### config.mk
export PLATFORM = sky130hd
export DESIGN_NAME = ppl_top
export DESIGN_NICKNAME = d
export VERILOG_FILES = /design/src/rtl/ppl_pkg.sv /design/src/rtl/ppl_top.sv /design/src/rtl/ppl_pin_cell.sv
export SDC_FILE = /design/constraint.sdc
export NUM_CORES = 1
export LEC_CHECK = 0
export BUFFER_PORTS_ARGS = -buffer_cell sky130_fd_sc_hd__buf_2
export CORE_ASPECT_RATIO = 1.1
export CORE_UTILIZATION = 38
export DETAILED_ROUTE_END_ITERATION = 10
export PLACE_DENSITY = 0.71
export SYNTH_ARGS = -nofsm -noshare
export SYNTH_HDL_FRONTEND = slang
export SYNTH_SLANG_ARGS = --single-unit
### constraint.sdc
create_clock -name clk -period 1.5 [get_ports clk]
set_input_delay 0.15 -clock clk [delete_from_list [all_inputs] [get_ports clk]]
set_output_delay 0.15 -clock clk [all_outputs]
set_load 0.02 [all_outputs]
### src/rtl/ppl_pkg.sv
// Package of constants for the port pin logic block.
package ppl_pkg;
    localparam int PORT_W          = 8;
    localparam logic [7:0] LATCH_RST = 8'hff;
    localparam int P1_DIG_W        = 2;
    localparam int STRONG_CYC      = 2;
    localparam int CLK_PERIOD_NS   = 10;
    localparam int GLITCH_NS       = 50;
    localparam int GLITCH_CYC      =
        (GLITCH_NS + CLK_PERIOD_NS - 1) / CLK_PERIOD_NS + 1;
    localparam int P3_WR_BIT       = 6;
    localparam int P3_RD_BIT       = 7;
    localparam int P3_TXD_BIT      = 1;
    localparam int P3_RXD_BIT      = 0;
    localparam int CNT_W           = 4;
endpackage

### src/rtl/ppl_top.sv
// Port pin logic: ports one to three and the serial interface pins.
`timescale 1ns/100ps
module ppl_top
    import ppl_pkg::*;
#(
    parameter int W = ppl_pkg::PORT_W
) (
    // Clock and reset.
    input  wire logic          clk,
    input  wire logic          resetn,
    // Latch write port from the core.
    input  wire logic          p1_wr,
    input  wire logic          p2_wr,
    input  wire logic          p3_wr,
    input  wire logic [W-1:0]  wr_data,
    // Latch and pin readback.
    output logic [W-1:0]       port_one_latch,
    output logic [W-1:0]       port_two_latch,
    output logic [W-1:0]       port_three_latch,
    output logic [W-1:0]       p1_pin_rd,
    output logic [W-1:0]       p2_pin_rd,
    output logic [W-1:0]       p3_pin_rd,
    // Port one pins.
    input  wire logic [W-1:0]  p1_in,
    output logic [1:0]         p1_pull_low_oe_n,
    output logic [1:0]         p1_strong_pullup_oe_n,
    output logic [1:0]         p1_keeper_on,
    output logic [W-1:2]       p1_analog_sel,
    // Port one alternate functions.
    input  wire logic          pulse_width_out_zero_route,
    input  wire logic          pulse_width_out_one_route,
    input  wire logic          pulse_width_out_zero,
    input  wire logic          pulse_width_out_one,
    output logic               timer_two_count_in,
    output logic               timer_two_trigger_in,
    // Port two pins and external memory address.
    input  wire logic [W-1:0]  p2_in,
    input  wire logic          ext_access,
    input  wire logic [W-1:0]  ext_addr_byte,
    output logic [W-1:0]       p2_pull_low_oe_n,
    output logic [W-1:0]       p2_strong_pullup_oe_n,
    output logic [W-1:0]       p2_keeper_on,
    // Port three pins and alternate functions.
    input  wire logic [W-1:0]  p3_in,
    input  wire logic [W-1:0]  p3_alt_out,
    output logic [W-1:0]       p3_pull_low_oe_n,
    output logic [W-1:0]       p3_strong_pullup_oe_n,
    output logic [W-1:0]       p3_keeper_on,
    output logic               serial_rx_in,
    output logic               ext_interrupt_zero,
    output logic               ext_interrupt_one,
    output logic               timer_zero_count_in,
    output logic               pulse_width_ext_clock,
    output logic               timer_one_count_in,
    // Serial interface pins.
    input  wire logic          serial_iface_select,
    input  wire logic          i2c_master,
    input  wire logic          sw_sclk_out,
    input  wire logic          sw_serial_data_pin_out,
    input  wire logic          spi_sclk_out,
    input  wire logic          spi_serial_data_pin_out,
    input  wire logic          spi_serial_data_pin_drive,
    input  wire logic          spi_sclk_drive,
    input  wire logic          spi_miso_out,
    input  wire logic          spi_miso_drive,
    input  wire logic          serial_clock_pin_in,
    input  wire logic          serial_data_pin_in,
    input  wire logic          miso_pin_in,
    output logic               serial_clock_pin_oe_n,
    output logic               serial_clock_pin_out,
    output logic               serial_clock_strong_oe_n,
    output logic               serial_data_pin_oe_n,
    output logic               serial_data_pin_out,
    output logic               serial_data_strong_oe_n,
    output logic               miso_pin_oe_n,
    output logic               miso_pin_out,
    output logic               miso_strong_oe_n,
    output logic               spi_sclk_in,
    output logic               spi_serial_data_pin_in,
    output logic               spi_miso_in,
    output logic               i2c_sclk_in,
    output logic               i2c_serial_data_pin_in,
    output logic               sw_sclk_in,
    output logic               sw_serial_data_pin_in,
    // Slave select.
    input  wire logic          slave_select_n_in,
    output logic               slave_select_pullup_on,
    output logic               slave_select_n
);
    logic [W-1:0] p1_q, p1_d, p2_q, p2_d, p3_q, p3_d;
    logic [W-1:0] p1_s1_q, p1_s2_q, p2_s1_q, p2_s2_q, p3_s1_q, p3_s2_q;
    logic [4:0]   sr_s1_q, sr_s2_q;
    logic [1:0]   p1_lvl;
    logic [W-1:0] p2_lvl, p3_lvl;
    logic [1:0]   flt_out;
    logic [CNT_W-1:0] flt_cnt_q [2], flt_cnt_d [2];
    logic [1:0]   flt_q, flt_d;
    logic [W-1:0] p2_pp_n_q, p2_pp_n_d, p2_cell_st_n;

    // Latch writes; external accesses never touch the latches.
    always_comb begin
        p1_d = p1_wr ? wr_data : p1_q;
        p2_d = p2_wr ? wr_data : p2_q;
        p3_d = p3_wr ? wr_data : p3_q;
        p2_pp_n_d = ext_access ? ~ext_addr_byte : '1;
    end

    // Latches reset to all ones, which is analog input on port one high bits.
    always_ff @(posedge clk or negedge resetn) begin
        if (!resetn) begin
            p1_q <= LATCH_RST;
            p2_q <= LATCH_RST;
            p3_q <= LATCH_RST;
            p2_pp_n_q <= '1;
        end else begin
            p1_q <= p1_d;
            p2_q <= p2_d;
            p3_q <= p3_d;
            p2_pp_n_q <= p2_pp_n_d;
        end
    end

    // Latch readback serves read-modify-write cycles.
    assign port_one_latch   = p1_q;
    assign port_two_latch   = p2_q;
    assign port_three_latch = p3_q;

    // Two-stage synchronisers; reset to the pulled-up idle level of the pins.
    always_ff @(posedge clk or negedge resetn) begin
        if (!resetn) begin
            p1_s1_q <= '1;
            p1_s2_q <= '1;
            p2_s1_q <= '1;
            p2_s2_q <= '1;
            p3_s1_q <= '1;
            p3_s2_q <= '1;
            sr_s1_q <= 5'h1f;
            sr_s2_q <= 5'h1f;
        end else begin
            p1_s1_q <= p1_in;
            p1_s2_q <= p1_s1_q;
            p2_s1_q <= p2_in;
            p2_s2_q <= p2_s1_q;
            p3_s1_q <= p3_in;
            p3_s2_q <= p3_s1_q;
            sr_s1_q <= {slave_select_n_in, miso_pin_in, serial_data_pin_in,
                        serial_clock_pin_in, 1'b1};
            sr_s2_q <= sr_s1_q;
        end
    end

    assign p1_pin_rd = p1_s2_q;
    assign p2_pin_rd = p2_s2_q;
    assign p3_pin_rd = p3_s2_q;

    // Port one low bits: pulse-width output overrides the latch.
    assign p1_lvl[0] = pulse_width_out_zero_route ? pulse_width_out_zero : p1_q[0];
    assign p1_lvl[1] = pulse_width_out_one_route ? pulse_width_out_one : p1_q[1];
    // Timer two inputs see the pin only while the latch holds one.
    assign timer_two_count_in   = p1_q[0] & p1_s2_q[0];
    assign timer_two_trigger_in = p1_q[1] & p1_s2_q[1];
    assign p1_analog_sel        = p1_q[W-1:2];

    // Port two follows the address byte during external access.
    assign p2_lvl = ext_access ? ext_addr_byte : p2_q;
    // Address ones drive high through the strong pull-up for push-pull.
    assign p2_strong_pullup_oe_n = p2_cell_st_n & p2_pp_n_q;
    // Port three outputs gated by the latch; bit 0 data, 1 clock, 6-7 strobes.
    assign p3_lvl = p3_q & p3_alt_out;

    // Alternate inputs read zero when the latch holds zero.
    assign serial_rx_in          = p3_q[0] & p3_s2_q[0];
    assign ext_interrupt_zero    = p3_q[2] & p3_s2_q[2];
    assign ext_interrupt_one     = p3_q[3] & p3_s2_q[3];
    assign timer_zero_count_in   = p3_q[4] & p3_s2_q[4];
    assign pulse_width_ext_clock = p3_q[4] & p3_s2_q[4];
    assign timer_one_count_in    = p3_q[5] & p3_s2_q[5];

    // Pull-up cells for port one low bits and all port two and port three bits.
    genvar gi;
    generate
        for (gi = 0; gi < 2; gi++) begin : g_p1
            ppl_pin_cell u_cell (
                .clk                (clk),
                .resetn             (resetn),
                .level              (p1_lvl[gi]),
                .pin_sync           (p1_s2_q[gi]),
                .pull_low_oe_n      (p1_pull_low_oe_n[gi]),
                .strong_pullup_oe_n (p1_strong_pullup_oe_n[gi]),
                .keeper_on          (p1_keeper_on[gi])
            );
        end
        for (gi = 0; gi < W; gi++) begin : g_p23
            ppl_pin_cell u_p2 (
                .clk                (clk),
                .resetn             (resetn),
                .level              (p2_lvl[gi]),
                .pin_sync           (p2_s2_q[gi]),
                .pull_low_oe_n      (p2_pull_low_oe_n[gi]),
                .strong_pullup_oe_n (p2_cell_st_n[gi]),
                .keeper_on          (p2_keeper_on[gi])
            );
            ppl_pin_cell u_p3 (
                .clk                (clk),
                .resetn             (resetn),
                .level              (p3_lvl[gi]),
                .pin_sync           (p3_s2_q[gi]),
                .pull_low_oe_n      (p3_pull_low_oe_n[gi]),
                .strong_pullup_oe_n (p3_strong_pullup_oe_n[gi]),
                .keeper_on          (p3_keeper_on[gi])
            );
        end
    endgenerate

    // Glitch filter: output follows input once stable for longer than the filter time.
    always_comb begin
        for (int i = 0; i < 2; i++) begin
            flt_d[i]     = flt_q[i];
            flt_cnt_d[i] = '0;
            if (sr_s2_q[i+1] != flt_q[i]) begin
                flt_cnt_d[i] = flt_cnt_q[i] + 1'b1;
                if (flt_cnt_q[i] == CNT_W'(GLITCH_CYC - 1)) begin
                    flt_d[i]     = sr_s2_q[i+1];
                    flt_cnt_d[i] = '0;
                end
            end
        end
    end

    // Filter registers.
    always_ff @(posedge clk or negedge resetn) begin
        if (!resetn) begin
            flt_q        <= 2'h3;
            flt_cnt_q[0] <= '0;
            flt_cnt_q[1] <= '0;
        end else begin
            flt_q        <= flt_d;
            flt_cnt_q[0] <= flt_cnt_d[0];
            flt_cnt_q[1] <= flt_cnt_d[1];
        end
    end

    assign flt_out      = flt_q;
    assign i2c_sclk_in  = flt_out[0];
    assign i2c_serial_data_pin_in = flt_out[1];
    assign spi_sclk_in  = sr_s2_q[1];
    assign spi_serial_data_pin_in = sr_s2_q[2];
    assign spi_miso_in  = sr_s2_q[3];
    assign sw_sclk_in   = sr_s2_q[1];
    assign sw_serial_data_pin_in  = sr_s2_q[2];

    // Serial pins: open-drain in I2C mode, SPI push-pull otherwise.
    always_comb begin
        serial_clock_pin_out     = 1'b0;
        serial_data_pin_out      = 1'b0;
        serial_clock_strong_oe_n = 1'b1;
        serial_data_strong_oe_n  = 1'b1;
        serial_clock_pin_oe_n    = 1'b1;
        serial_data_pin_oe_n     = 1'b1;
        if (serial_iface_select) begin
            serial_clock_pin_oe_n    = !(spi_sclk_drive && !spi_sclk_out);
            serial_clock_strong_oe_n = !(spi_sclk_drive && spi_sclk_out);
            serial_data_pin_oe_n     = !(spi_serial_data_pin_drive && !spi_serial_data_pin_out);
            serial_data_strong_oe_n  = !(spi_serial_data_pin_drive && spi_serial_data_pin_out);
        end else if (i2c_master) begin
            serial_clock_pin_oe_n = sw_sclk_out;
            serial_data_pin_oe_n  = sw_serial_data_pin_out;
        end
    end

    // Slave-out pin uses the same split drive as master-out.
    assign miso_pin_out     = 1'b0;
    assign miso_pin_oe_n    = !(serial_iface_select && spi_miso_drive
                                && !spi_miso_out);
    assign miso_strong_oe_n = !(serial_iface_select && spi_miso_drive
                                && spi_miso_out);

    // Slave select keeps its weak pull-up always on.
    assign slave_select_pullup_on = 1'b1;
    assign slave_select_n         = sr_s2_q[4];
endmodule

### src/rtl/ppl_pin_cell.sv
// Quasi-bidirectional pin cell with timed strong pull-up and keeper.
`timescale 1ns/100ps
module ppl_pin_cell
    import ppl_pkg::*;
#(
    parameter int STRONG = ppl_pkg::STRONG_CYC
) (
    // Clock and reset.
    input  wire logic clk,
    input  wire logic resetn,
    // Effective output level and pin sense.
    input  wire logic level,
    input  wire logic pin_sync,
    // Driver controls, enables low while driving; keeper_on is high while the keeper is on.
    output logic      pull_low_oe_n,
    output logic      strong_pullup_oe_n,
    output logic      keeper_on
);
    logic [CNT_W-1:0] cnt_q, cnt_d;
    logic             lvl_q, lvl_d;
    logic             pl_q, pl_d, st_q, st_d, kp_q, kp_d;

    // A rising level starts the strong pull-up window; keeper turns on once the window ends with level and pin both high.
    always_comb begin
        lvl_d = level;
        cnt_d = cnt_q;
        if (level && !lvl_q) begin
            cnt_d = CNT_W'(STRONG);
        end else if (cnt_q != '0) begin
            cnt_d = cnt_q - 1'b1;
        end
        pl_d = level;
        st_d = !(level && (cnt_d != '0));
        kp_d = level && pin_sync && (cnt_d == '0);
    end

    // State registers.
    always_ff @(posedge clk or negedge resetn) begin
        if (!resetn) begin
            cnt_q <= '0;
            lvl_q <= 1'b1;
            pl_q  <= 1'b1;
            st_q  <= 1'b1;
            kp_q  <= 1'b0;
        end else begin
            cnt_q <= cnt_d;
            lvl_q <= lvl_d;
            pl_q  <= pl_d;
            st_q  <= st_d;
            kp_q  <= kp_d;
        end
    end

    assign pull_low_oe_n      = pl_q;
    assign strong_pullup_oe_n = st_q;
    assign keeper_on          = kp_q;
endmodule

==> flow_summary.toml, run 1 <==
[floorplan]
die_h_um = 171
design.die.area_um2 = 26500
core_um2 = 25300
io_pins = 206
rows = 61
die_x_um = 155
initial_utilization_pct = 38.8

[synthesis]
syn-cell-area_um2 = 9840
synth_warnings = 0
ys_top_cells_by_area = "dfstp_2 (34%), dfrtp_1 (25%), buf_4 (5.9%)"
synth_top_area_share_pct = 33.6
seq_area_frac_synth_pct = 58.6
avgSynthCellArea_um2 = 11.7
synth_area_leader_cell = "dfstp_2"
ys_seq_elements = 224
syn_inst = 841
yosysUniqueCellTypes = 39

[timing]
rsz0062_at_grt = "true"
fin_hold_ws_ns = 0.0352
fin_skew_ns = 0.0119
post-route-period-util_pct = 102
fin_ws_ns = -0.0329
max_freq_mhz = 652
drv_slew = 0
finalCriticalPeriod_ns = 1.53
setup_viol = 4
tns_ns = -0.0782
hold_viol_final = 0

[worst_setup_path]
end_kind = "output pin"
critPathMaxFanout = 3
critical_path_class = "flip-flop to output pin"
critPathRequiredTime_ns = 1.35
critPathLaunchType = "flip-flop"
crit_arrival_ns = 1.38

[final_layout]
final_util_pct = 51.0
drive_above_1_share_pct = 44.7
fillers = 2203
stdcell_area_um2 = 12900
diodes = 0
final_cells = 1477
largestRegisters = "g_p23.u_p2.cnt_q x32, g_p23.u_p3.cnt_q x32"
nNetsFinal = 1206
seq_area_um2 = 5760
area_growth_pct = 31.3
multiInputGateArea_um2 = 3470

[placed_design]
gp_congestion = 0.807
place_ws_ns = -0.0899
dpl.cell_count = 1352
dp_hpwl_mm = 14.4
postPlaceCellArea_um2 = 11100
port_buffers = 201

[grt]
grt_pass1_wl_mm = 33.3
grt_max_degree = 51
grt_pass1_vias = 6878
antenna_found_initial = 0
grt_usage_pct = 15.7
grt_overflow = 0

[drt]
wire_per_inst_um = 14.3
viasPerCell = 4.60
drc = 0
drt_iter0_markers = 189
route.antenna.remaining_nets = 0
first_pass_iters = 5
routed_wl_mm = 21.1
dr_total_vias = 6800
wl_met2_mm = 10.8
wl_met3_mm = 1.08
wl_met1_mm = 8.86
top_layer = "met4"

[power]
power_density_nw_per_um2 = 1780
ir_drop_mv = 0.926
leakagePower_nw = 5.94
total_power_mw = 23.0

[outcome]
violations = "negative setup slack"
outcome = "finished with violations"

[run]
maxCapViolCount = 0

[clock_tree]
clk_transition_reported_paths_ns = 0.06
cts_tree = "built"
cts-buffers-inserted = 25
htreeDepth = 1
cts_root_buf = "clkbuf_16"
clk_latency_ns = 0.52
clock_path_buffers = 3
cts.sinks = 224

[hold_path]
hp-class = "primary input to flip-flop"
==> worst max-delay path, stage by stage (launching register included) <==
cell	delay (ns)
dfstp_2	0.58
and2_4	0.17
buf_6	0.11
==> power breakdown <==
group	internal [mW]	total [mW]	switching, mW
logic	4.14	8.01	3.86
clock network	3.73	6.14	2.41
registers	7.58	8.81	1.22
==> metal layers <==
metal  vias to the layer above  GRT usage, %
met5                         -             0
met4                         0          4.05
met3                        30          3.50
met2                       151          28.8
met1                      3346          18.3
li1                       3273             -
==> layout make-up <==
class,count,share of cell area [%]
Clock buffer,38,5.69
Clock inverter,8,0.814
Inverter,42,1.22
Multi-Input combinational cell,494,26.9
Sequential cell,224,44.6
Tap cell,346,3.35
Timing Repair Buffer,325,17.4
==> synthesized netlist by cell type <==
cell type  number
dfstp_2       126
nor2_1        107
dfrtp_1        98
buf_4          77
inv_1          42
nor2b_1        42
mux2_2         35
xnor2_1        35
nor3_1         34
nand2_1        29
ha_1           22
nand2b_1       22
and2_1         21
mux2i_1        21
nor3b_1        19
a21oi_1        18
a32oi_1        18
o21ai_0        18
a211o_1        14
nand3b_1        7
nand3_1         5
clkbuf_1        4
xor2_1          4
and3b_1         2
buf_6           2
conb_1          2
mux2_4          2
nor2b_4         2
nor4bb_1        2
or2_1           2
a31oi_1         1
nand4_1         1
nor3_2          1
nor4b_1         1
o211a_1         1
o21ai_1         1
or2_2           1
or4b_1          1
or4bb_1         1
==> path summary, 6_finish.rpt <==
kind                                                  startpoint                                 to  slack [ns]  depth (start not counted)
worst max register to register  g_p23[1].u_p3.cnt_q[1]$_DFF_PN0_  g_p23[1].u_p3.keeper_on$_DFF_PN0_       -0.01                          5
worst min-delay path                                  ext_access      g_p23[1].u_p2.lvl_q$_DFF_PN1_        0.04                          2
max in group asynchronous                                 resetn             p1_pin_rd[0]$_DFF_PN1_        0.75                          3
worst min register to register              p3_s1_q[5]$_DFF_PN1_             p3_pin_rd[5]$_DFF_PN1_        0.35                          0
min in group asynchronous                                 resetn   g_p23[6].u_p3.cnt_q[0]$_DFF_PN0_        0.08                          2
worst max-delay path             port_three_latch[4]$_DFFE_PN1P_              pulse_width_ext_clock       -0.03                          2
==> cell usage in the layout (no fill, tap or decap), types with 20 or more instances in the layout <==
master	instances
inv_1	39
nor3_1	33
nand2_1	29
mux2_2	35
mux2i_1	20
buf_4	59
dfrtp_1	98
nor2_1	107
dlygate4sd3_1	65
dfstp_2	126
xnor2_1	35
clkbuf_16	25
nor2b_1	40
nand2b_1	22
buf_2	185
==> timing repair <==
action / CTS / global route
hold buffers: 65 / 0
pin swaps: 4 / 7
cloned: 0 / 0
setup buffers: 11 / 7
gates resized for setup: 26 / 39
hold endpoints to repair: 231 / 0
setup endpoints to repair: 23 / 69
==> cell families (layout without fill, tap and decap cells) <==
family	after synthesis	after routing	synth area share [%]
simple gates	300	300	15.9
flops	224	224	58.6
buf+inv	125	413	7.86
compound gates	71	71	4.90
mux	58	58	6.45
xor+xnor	39	39	3.47
fa+ha+maj	22	22	2.80
other cells	2	4	0.0763
Note: power is estimated with default switching activity, not from simulation.
==> run 2, diff against run 1 <==
Settings changed: CORE_ASPECT_RATIO 1.1 to 0.8, CTS_CLUSTER_DIAMETER set to 150, SETUP_SLACK_MARGIN set to 0.1.
==> run 2 against run 1 <==
  * The run still ends with negative setup slack left
  * Sequential power up 1%
  * Setup slack worse by 0.032 ns
  * Register-to-register slack about the same
  * Global-route usage grew 0.83 points
  * Via count grew 2.4%
  * Worst hold slack got worse by 0.018 ns
  * Cell count grew 0.27%
  * Sequential share of layout area fell by 2.9 points
==> flow_summary.toml, run 2 (synthesis gave the netlist of run 1 again) <==
[timing]
fin_ws_ns = -0.0647
drv_slew = 0
post-route-period-util_pct = 104
fin_skew_ns = 0.00936
hold_viol_final = 0
rsz0062_at_grt = "true"
max_freq_mhz = 639
finalCriticalPeriod_ns = 1.56
setup_viol = 9
tns_ns = -0.268

[final_layout]
stdcell_area_um2 = 13800
drive_above_1_share_pct = 51.9
final_cells = 1481
final_common_cell = "dfstp_2"
nNetsFinal = 1232
area_growth_pct = 40.4
largestRegisters = "g_p23.u_p2.cnt_q x32, g_p23.u_p3.cnt_q x32"
final_cell_mix = "dfstp_2 (126), buf_2 (122), buf_4 (112), nor2_1 (107), dfrtp_1 (98)"
diodes = 0

[floorplan]
design.die.area_um2 = 26500
die_x_um = 182
io_pins = 206
initial_utilization_pct = 38.8
core_um2 = 25400
rows = 52
die_h_um = 146

[power]
leakagePower_nw = 6.22
ir_drop_mv = 1.05
power_density_nw_per_um2 = 1820

[worst_setup_path]
crit_arrival_ns = 1.41
r2r_cells = 5
critPathMaxFanout = 2
end_kind = "output pin"
timing.rr.start = "g_p23[1].u_p3.cnt_q[1]$_DFF_PN0_"
critical_path_class = "flip-flop to output pin"
r2r_end = "g_p23[1].u_p3.strong_pullup_oe_n$_DFF_PN1_"
regToRegSetupSlack_ns = 0
critPathRequiredTime_ns = 1.35
critPathLaunchType = "flip-flop"

[grt]
grt_pass1_wl_mm = 35.2
grt_pass1_vias = 6905
grt_max_degree = 65
grt_overflow = 0
antenna_found_initial = 0
grt_usage_pct = 16.5

[hold_path]
min_path_cells = 3
hp-class = "primary input to flip-flop"
hold_path_end = "g_p1[0].u_cell.strong_pullup_oe_n$_DFF_PN1_"
hold_start = "pulse_width_out_zero_route"

[drt]
drt_iter0_markers = 222
first_pass_iters = 4
drc = 0
route.antenna.remaining_nets = 0
dr_total_vias = 6961
routed_wl_mm = 22.7
viasPerCell = 4.70
wire_per_inst_um = 15.3

[outcome]
violations = "negative setup slack"
outcome = "finished with violations"

[clock_tree]
clk_transition_reported_paths_ns = 0.06
htreeDepth = 1
cts.sinks = 224
cts-buffers-inserted = 25
clock_path_buffers = 3
cts_tree = "built"
clk_latency_ns = 0.52
cts_root_buf = "clkbuf_16"

[placed_design]
postPlaceCellArea_um2 = 11000
gp_congestion = 0.795
dpl.cell_count = 1308
place_ws_ns = -0.0233
port_buffers = 201
dp_hpwl_mm = 14.6

[run]
maxCapViolCount = 0
==> run 2: cell types whose count changed in the layout (fill, tap and decap cells not counted), sizes merged <==
cell         change
buf             +33
bufinv           +1
clkinv           -1
dlygate4sd3      -7
==> run 2: timing repair <==
item,CTS,global route
hold endpoints to repair,220,0
pin swaps,9,20
endpoints found under the setup margin,84,129
hold buffers,58,0
setup buffers,27,42
resized for setup,159,91
==> run 2: worst max-delay path: stages (launching register included) <==
cell and delay (ns):
dfstp_2 0.55, buf_6 0.11, and2_4 0.13, buf_6 0.11
==> run 2: through the flow <==
| stage | hold slack (ns) | util [%] | power, mW |
|---|---|---|---|
| final | 0.0176 | 54.4 | 25.2 |
| after global routing | 0.0385 | 54.4 | 26.8 |
| after CTS | 0.000758 | 52.3 | 24.2 |
| after detailed placement | 0.00571 | 43.3 | 16.0 |
| after global placement | 0.00504 | 43.3 | 15.7 |
| after floorplan | -0.146 | - | 14.3 |
==> run 2: layout make-up <==
class	instances	area (µm²)
Clock buffer	38	764
Clock inverter	8	125
Fill cell	2079	11600
Inverter	42	158
Multi-Input combinational cell	494	3850
Sequential cell	224	5760
Tap cell	324	405
Timing Repair Buffer	351	2750
==> run 2: report_power, final <==
part	switching [mW]	leakage, nW	internal, mW
registers	1.34	2.58	7.58
clock network	2.44	0.442	4.03
logic	4.47	3.20	5.32
total	8.26	6.22	16.9
==> run 2: metal layers <==
metal | vias to the layer above | routed length (µm) | global-route usage [%] | part of all wire [%]
met2 | 198 | 10800 | 27.2 | 48
met1 | 3407 | 10200 | 22.0 | 45
met4 | 0 | 434 | 3.82 | 1.9
met5 | - | 0 | 0 | 0
li1 | 3324 | - | - | -
met3 | 32 | 1260 | 3.90 | 5.5
==> run 2: worst max-delay path by stage <==
| stage | startpoint | to | slack, ns | cells after the start |
|---|---|---|---|---|
| after floorplan | g_p23[1].u_p3.cnt_q[0]$_DFF_PN0_ | g_p23[1].u_p3.keeper_on$_DFF_PN0_ | 0.004 | 5 |
| final | port_one_latch[0]$_DFFE_PN1P_ | timer_two_count_in | -0.06 | 3 |
| after global routing | port_one_latch[0]$_DFFE_PN1P_ | timer_two_count_in | -0.12 | 3 |
| after CTS | port_one_latch[0]$_DFFE_PN1P_ | timer_two_count_in | -0.1 | 3 |
| after global placement | g_p23[1].u_p3.cnt_q[1]$_DFF_PN0_ | g_p23[1].u_p3.keeper_on$_DFF_PN0_ | 0.01 | 5 |
| after detailed placement | g_p23[7].u_p2.cnt_q[0]$_DFF_PN0_ | g_p23[7].u_p2.cnt_q[1]$_DFF_PN0_ | -0.02 | 5 |
==> run 3, diff against run 2 <==
Settings changed: SETUP_SLACK_MARGIN 0.1 to not set.
==> run 3 against run 2 <==
  * The flow now finishes without violations
  * Setup slack gained 0.072 ns
  * Sequential share of layout area grew 3.6 points
  * Largest power group is now registers
  * Final area shrank 7.8%
  * First-iteration DRC count grew 7.7%
  * Utilization shrank 4.3 points
  * Register-to-register slack gained 0.04 ns
  * Largest cell class unchanged
  * Via count shrank 3.3%
  * Flip-flop and latch count is the same
  * Global-route usage shrank 1.0 points
  * Critical path type unchanged
==> flow_summary.toml, run 3 (synthesis gave the netlist of run 1 again) <==
[outcome]
outcome = "completed"

[final_layout]
final_util_pct = 50.2
drive_above_1_share_pct = 44.2
largestRegisters = "g_p23.u_p2.cnt_q x32, g_p23.u_p3.cnt_q x32"
stdcell_area_um2 = 12700
multiInputGateArea_um2 = 3500
seq_area_um2 = 5760
final_common_cell = "buf_2"
area_growth_pct = 29.4
nNetsFinal = 1197
final_cells = 1446
fillers = 2192
final_cell_mix = "buf_2 (187), dfstp_2 (126), nor2_1 (107), dfrtp_1 (98), dlygate4sd3_1 (61)"

[placed_design]
postPlaceCellArea_um2 = 11000
place_ws_ns = -0.0376
gp_congestion = 0.856
dp_hpwl_mm = 14.0
port_buffers = 201
dpl.cell_count = 1327

[power]
leakagePower_nw = 5.84
seqPwrFrac_pct = 39.2
clkPwrFrac_pct = 24.7
swShare_pct = 33.1
power_density_nw_per_um2 = 1770
power_switching_mw = 7.44
ir_drop_mv = 0.996
p_comb_share_pct = 36.0
p_int_mw = 15.0
total_power_mw = 22.5

[worst_setup_path]
regToRegSetupSlack_ns = 0.04
r2r_cells = 5
crit_arrival_ns = 1.34
timing.rr.start = "g_p23[1].u_p3.cnt_q[0]$_DFF_PN0_"
critPathRequiredTime_ns = 1.35
critPathLaunchType = "flip-flop"
crit_path_start = "port_three_latch[4]$_DFFE_PN1P_"
end_kind = "output pin"
critical_path_class = "flip-flop to output pin"
critPathMaxFanout = 3
setup.worst_path.end = "timer_zero_count_in"
r2r_end = "g_p23[1].u_p3.strong_pullup_oe_n$_DFF_PN1_"

[timing]
hold_viol_final = 0
rsz0062_at_grt = "true"
fin_ws_ns = 0.00738
post-route-period-util_pct = 99.5
fin_skew_ns = 0.0160
tns_ns = 0
max_freq_mhz = 670
fin_hold_ws_ns = 0.0610
drv_slew = 0
setup_viol = 0
finalCriticalPeriod_ns = 1.49

[run]
maxCapViolCount = 0

[clock_tree]
htreeDepth = 1
cts.sinks = 224
clk_latency_ns = 0.51
cts_root_buf = "clkbuf_16"
clk_transition_reported_paths_ns = 0.06
clock_path_buffers = 3
cts-buffers-inserted = 24
cts_tree = "built"

[grt]
grt_pass1_wl_mm = 33.0
grt_max_degree = 47
grt_overflow = 0
grt_usage_pct = 15.4
grt_pass1_vias = 6625
antenna_found_initial = 0

[floorplan]
design.die.area_um2 = 26500
rows = 52
die_h_um = 146
die_x_um = 182
io_pins = 206
initial_utilization_pct = 38.8
core_um2 = 25400

[drt]
first_pass_iters = 4
wire_per_inst_um = 14.5
drc = 0
drt_iter0_markers = 239
viasPerCell = 4.65
routed_wl_mm = 20.9
dr_total_vias = 6730
route.antenna.remaining_nets = 0

[hold_path]
hp-class = "primary input to flip-flop"
hold_start = "ext_access"
-- run 3: cell count changes in the layout (fill, tap and decap cells not counted), sizes merged --
cell and change:
clkbuf +3, dlygate4sd3 +3, buf -37, diode +1
inv -2, bufinv -3
-- run 3: power by group through the flow --
stage | clock network [mW] | registers, mW | logic (mW)
floorplan | 0 | 8.68 | 5.51
global placement | 0 | 8.77 | 7.14
detailed placement | 0 | 8.82 | 7.39
CTS | 5.76 | 8.75 | 7.64
global route | 6.00 | 9.03 | 9.04
finish | 5.56 | 8.82 | 8.11
-- run 3: worst max-delay path: stages, from the launching register on --
cell	delay, ns
dfstp_2	0.56
and2_4	0.16
buf_6	0.11
-- run 3: repair_timing --
action / CTS / global route
hold buffers: 61 / 1
endpoints found under the setup margin: 16 / 64
resized for setup: 16 / 56
endpoints found under the hold margin: 212 / 2
pin swaps: 5 / 8
setup buffers: 5 / 9
-- run 3: layout make-up --
class | instances | area share [%]
flip-flops and latches | 224 | 45.3
multi-input cells | 494 | 27.5
repair buffers | 317 | 16.9
clock buffers | 41 | 5.70
well taps | 324 | 3.18
inverters | 42 | 1.24
clock inverters | 3 | 0.118
diodes | 1 | 0.0197
-- run 3: metal layers --
layer	global-route usage [%]	part of all wire [%]	up-vias
met2	25.7	47	184
li1	-	-	3265
met4	4.12	2.3	0
met3	3.80	6.1	34
met5	0	0	-
met1	20.1	45	3247
-- run 3: worst min-delay path by stage --
stage | endpoint | slack [ns] | cells past startpoint
4_1_cts | g_p23[3].u_p2.lvl_q$_DFF_PN1_ | 0.02 | 2
3_5_place_dp | g_p1[1].u_cell.keeper_on$_DFF_PN0_ | 0.09 | 1
6_report | g_p23[3].u_p2.lvl_q$_DFF_PN1_ | 0.06 | 2
3_3_place_gp | g_p1[1].u_cell.keeper_on$_DFF_PN0_ | 0.09 | 1
5_1_grt | g_p23[3].u_p2.lvl_q$_DFF_PN1_ | 0.05 | 2
2_1_floorplan | flt_cnt_q[0]$_DFF_PN0_ | -0.15 | 0
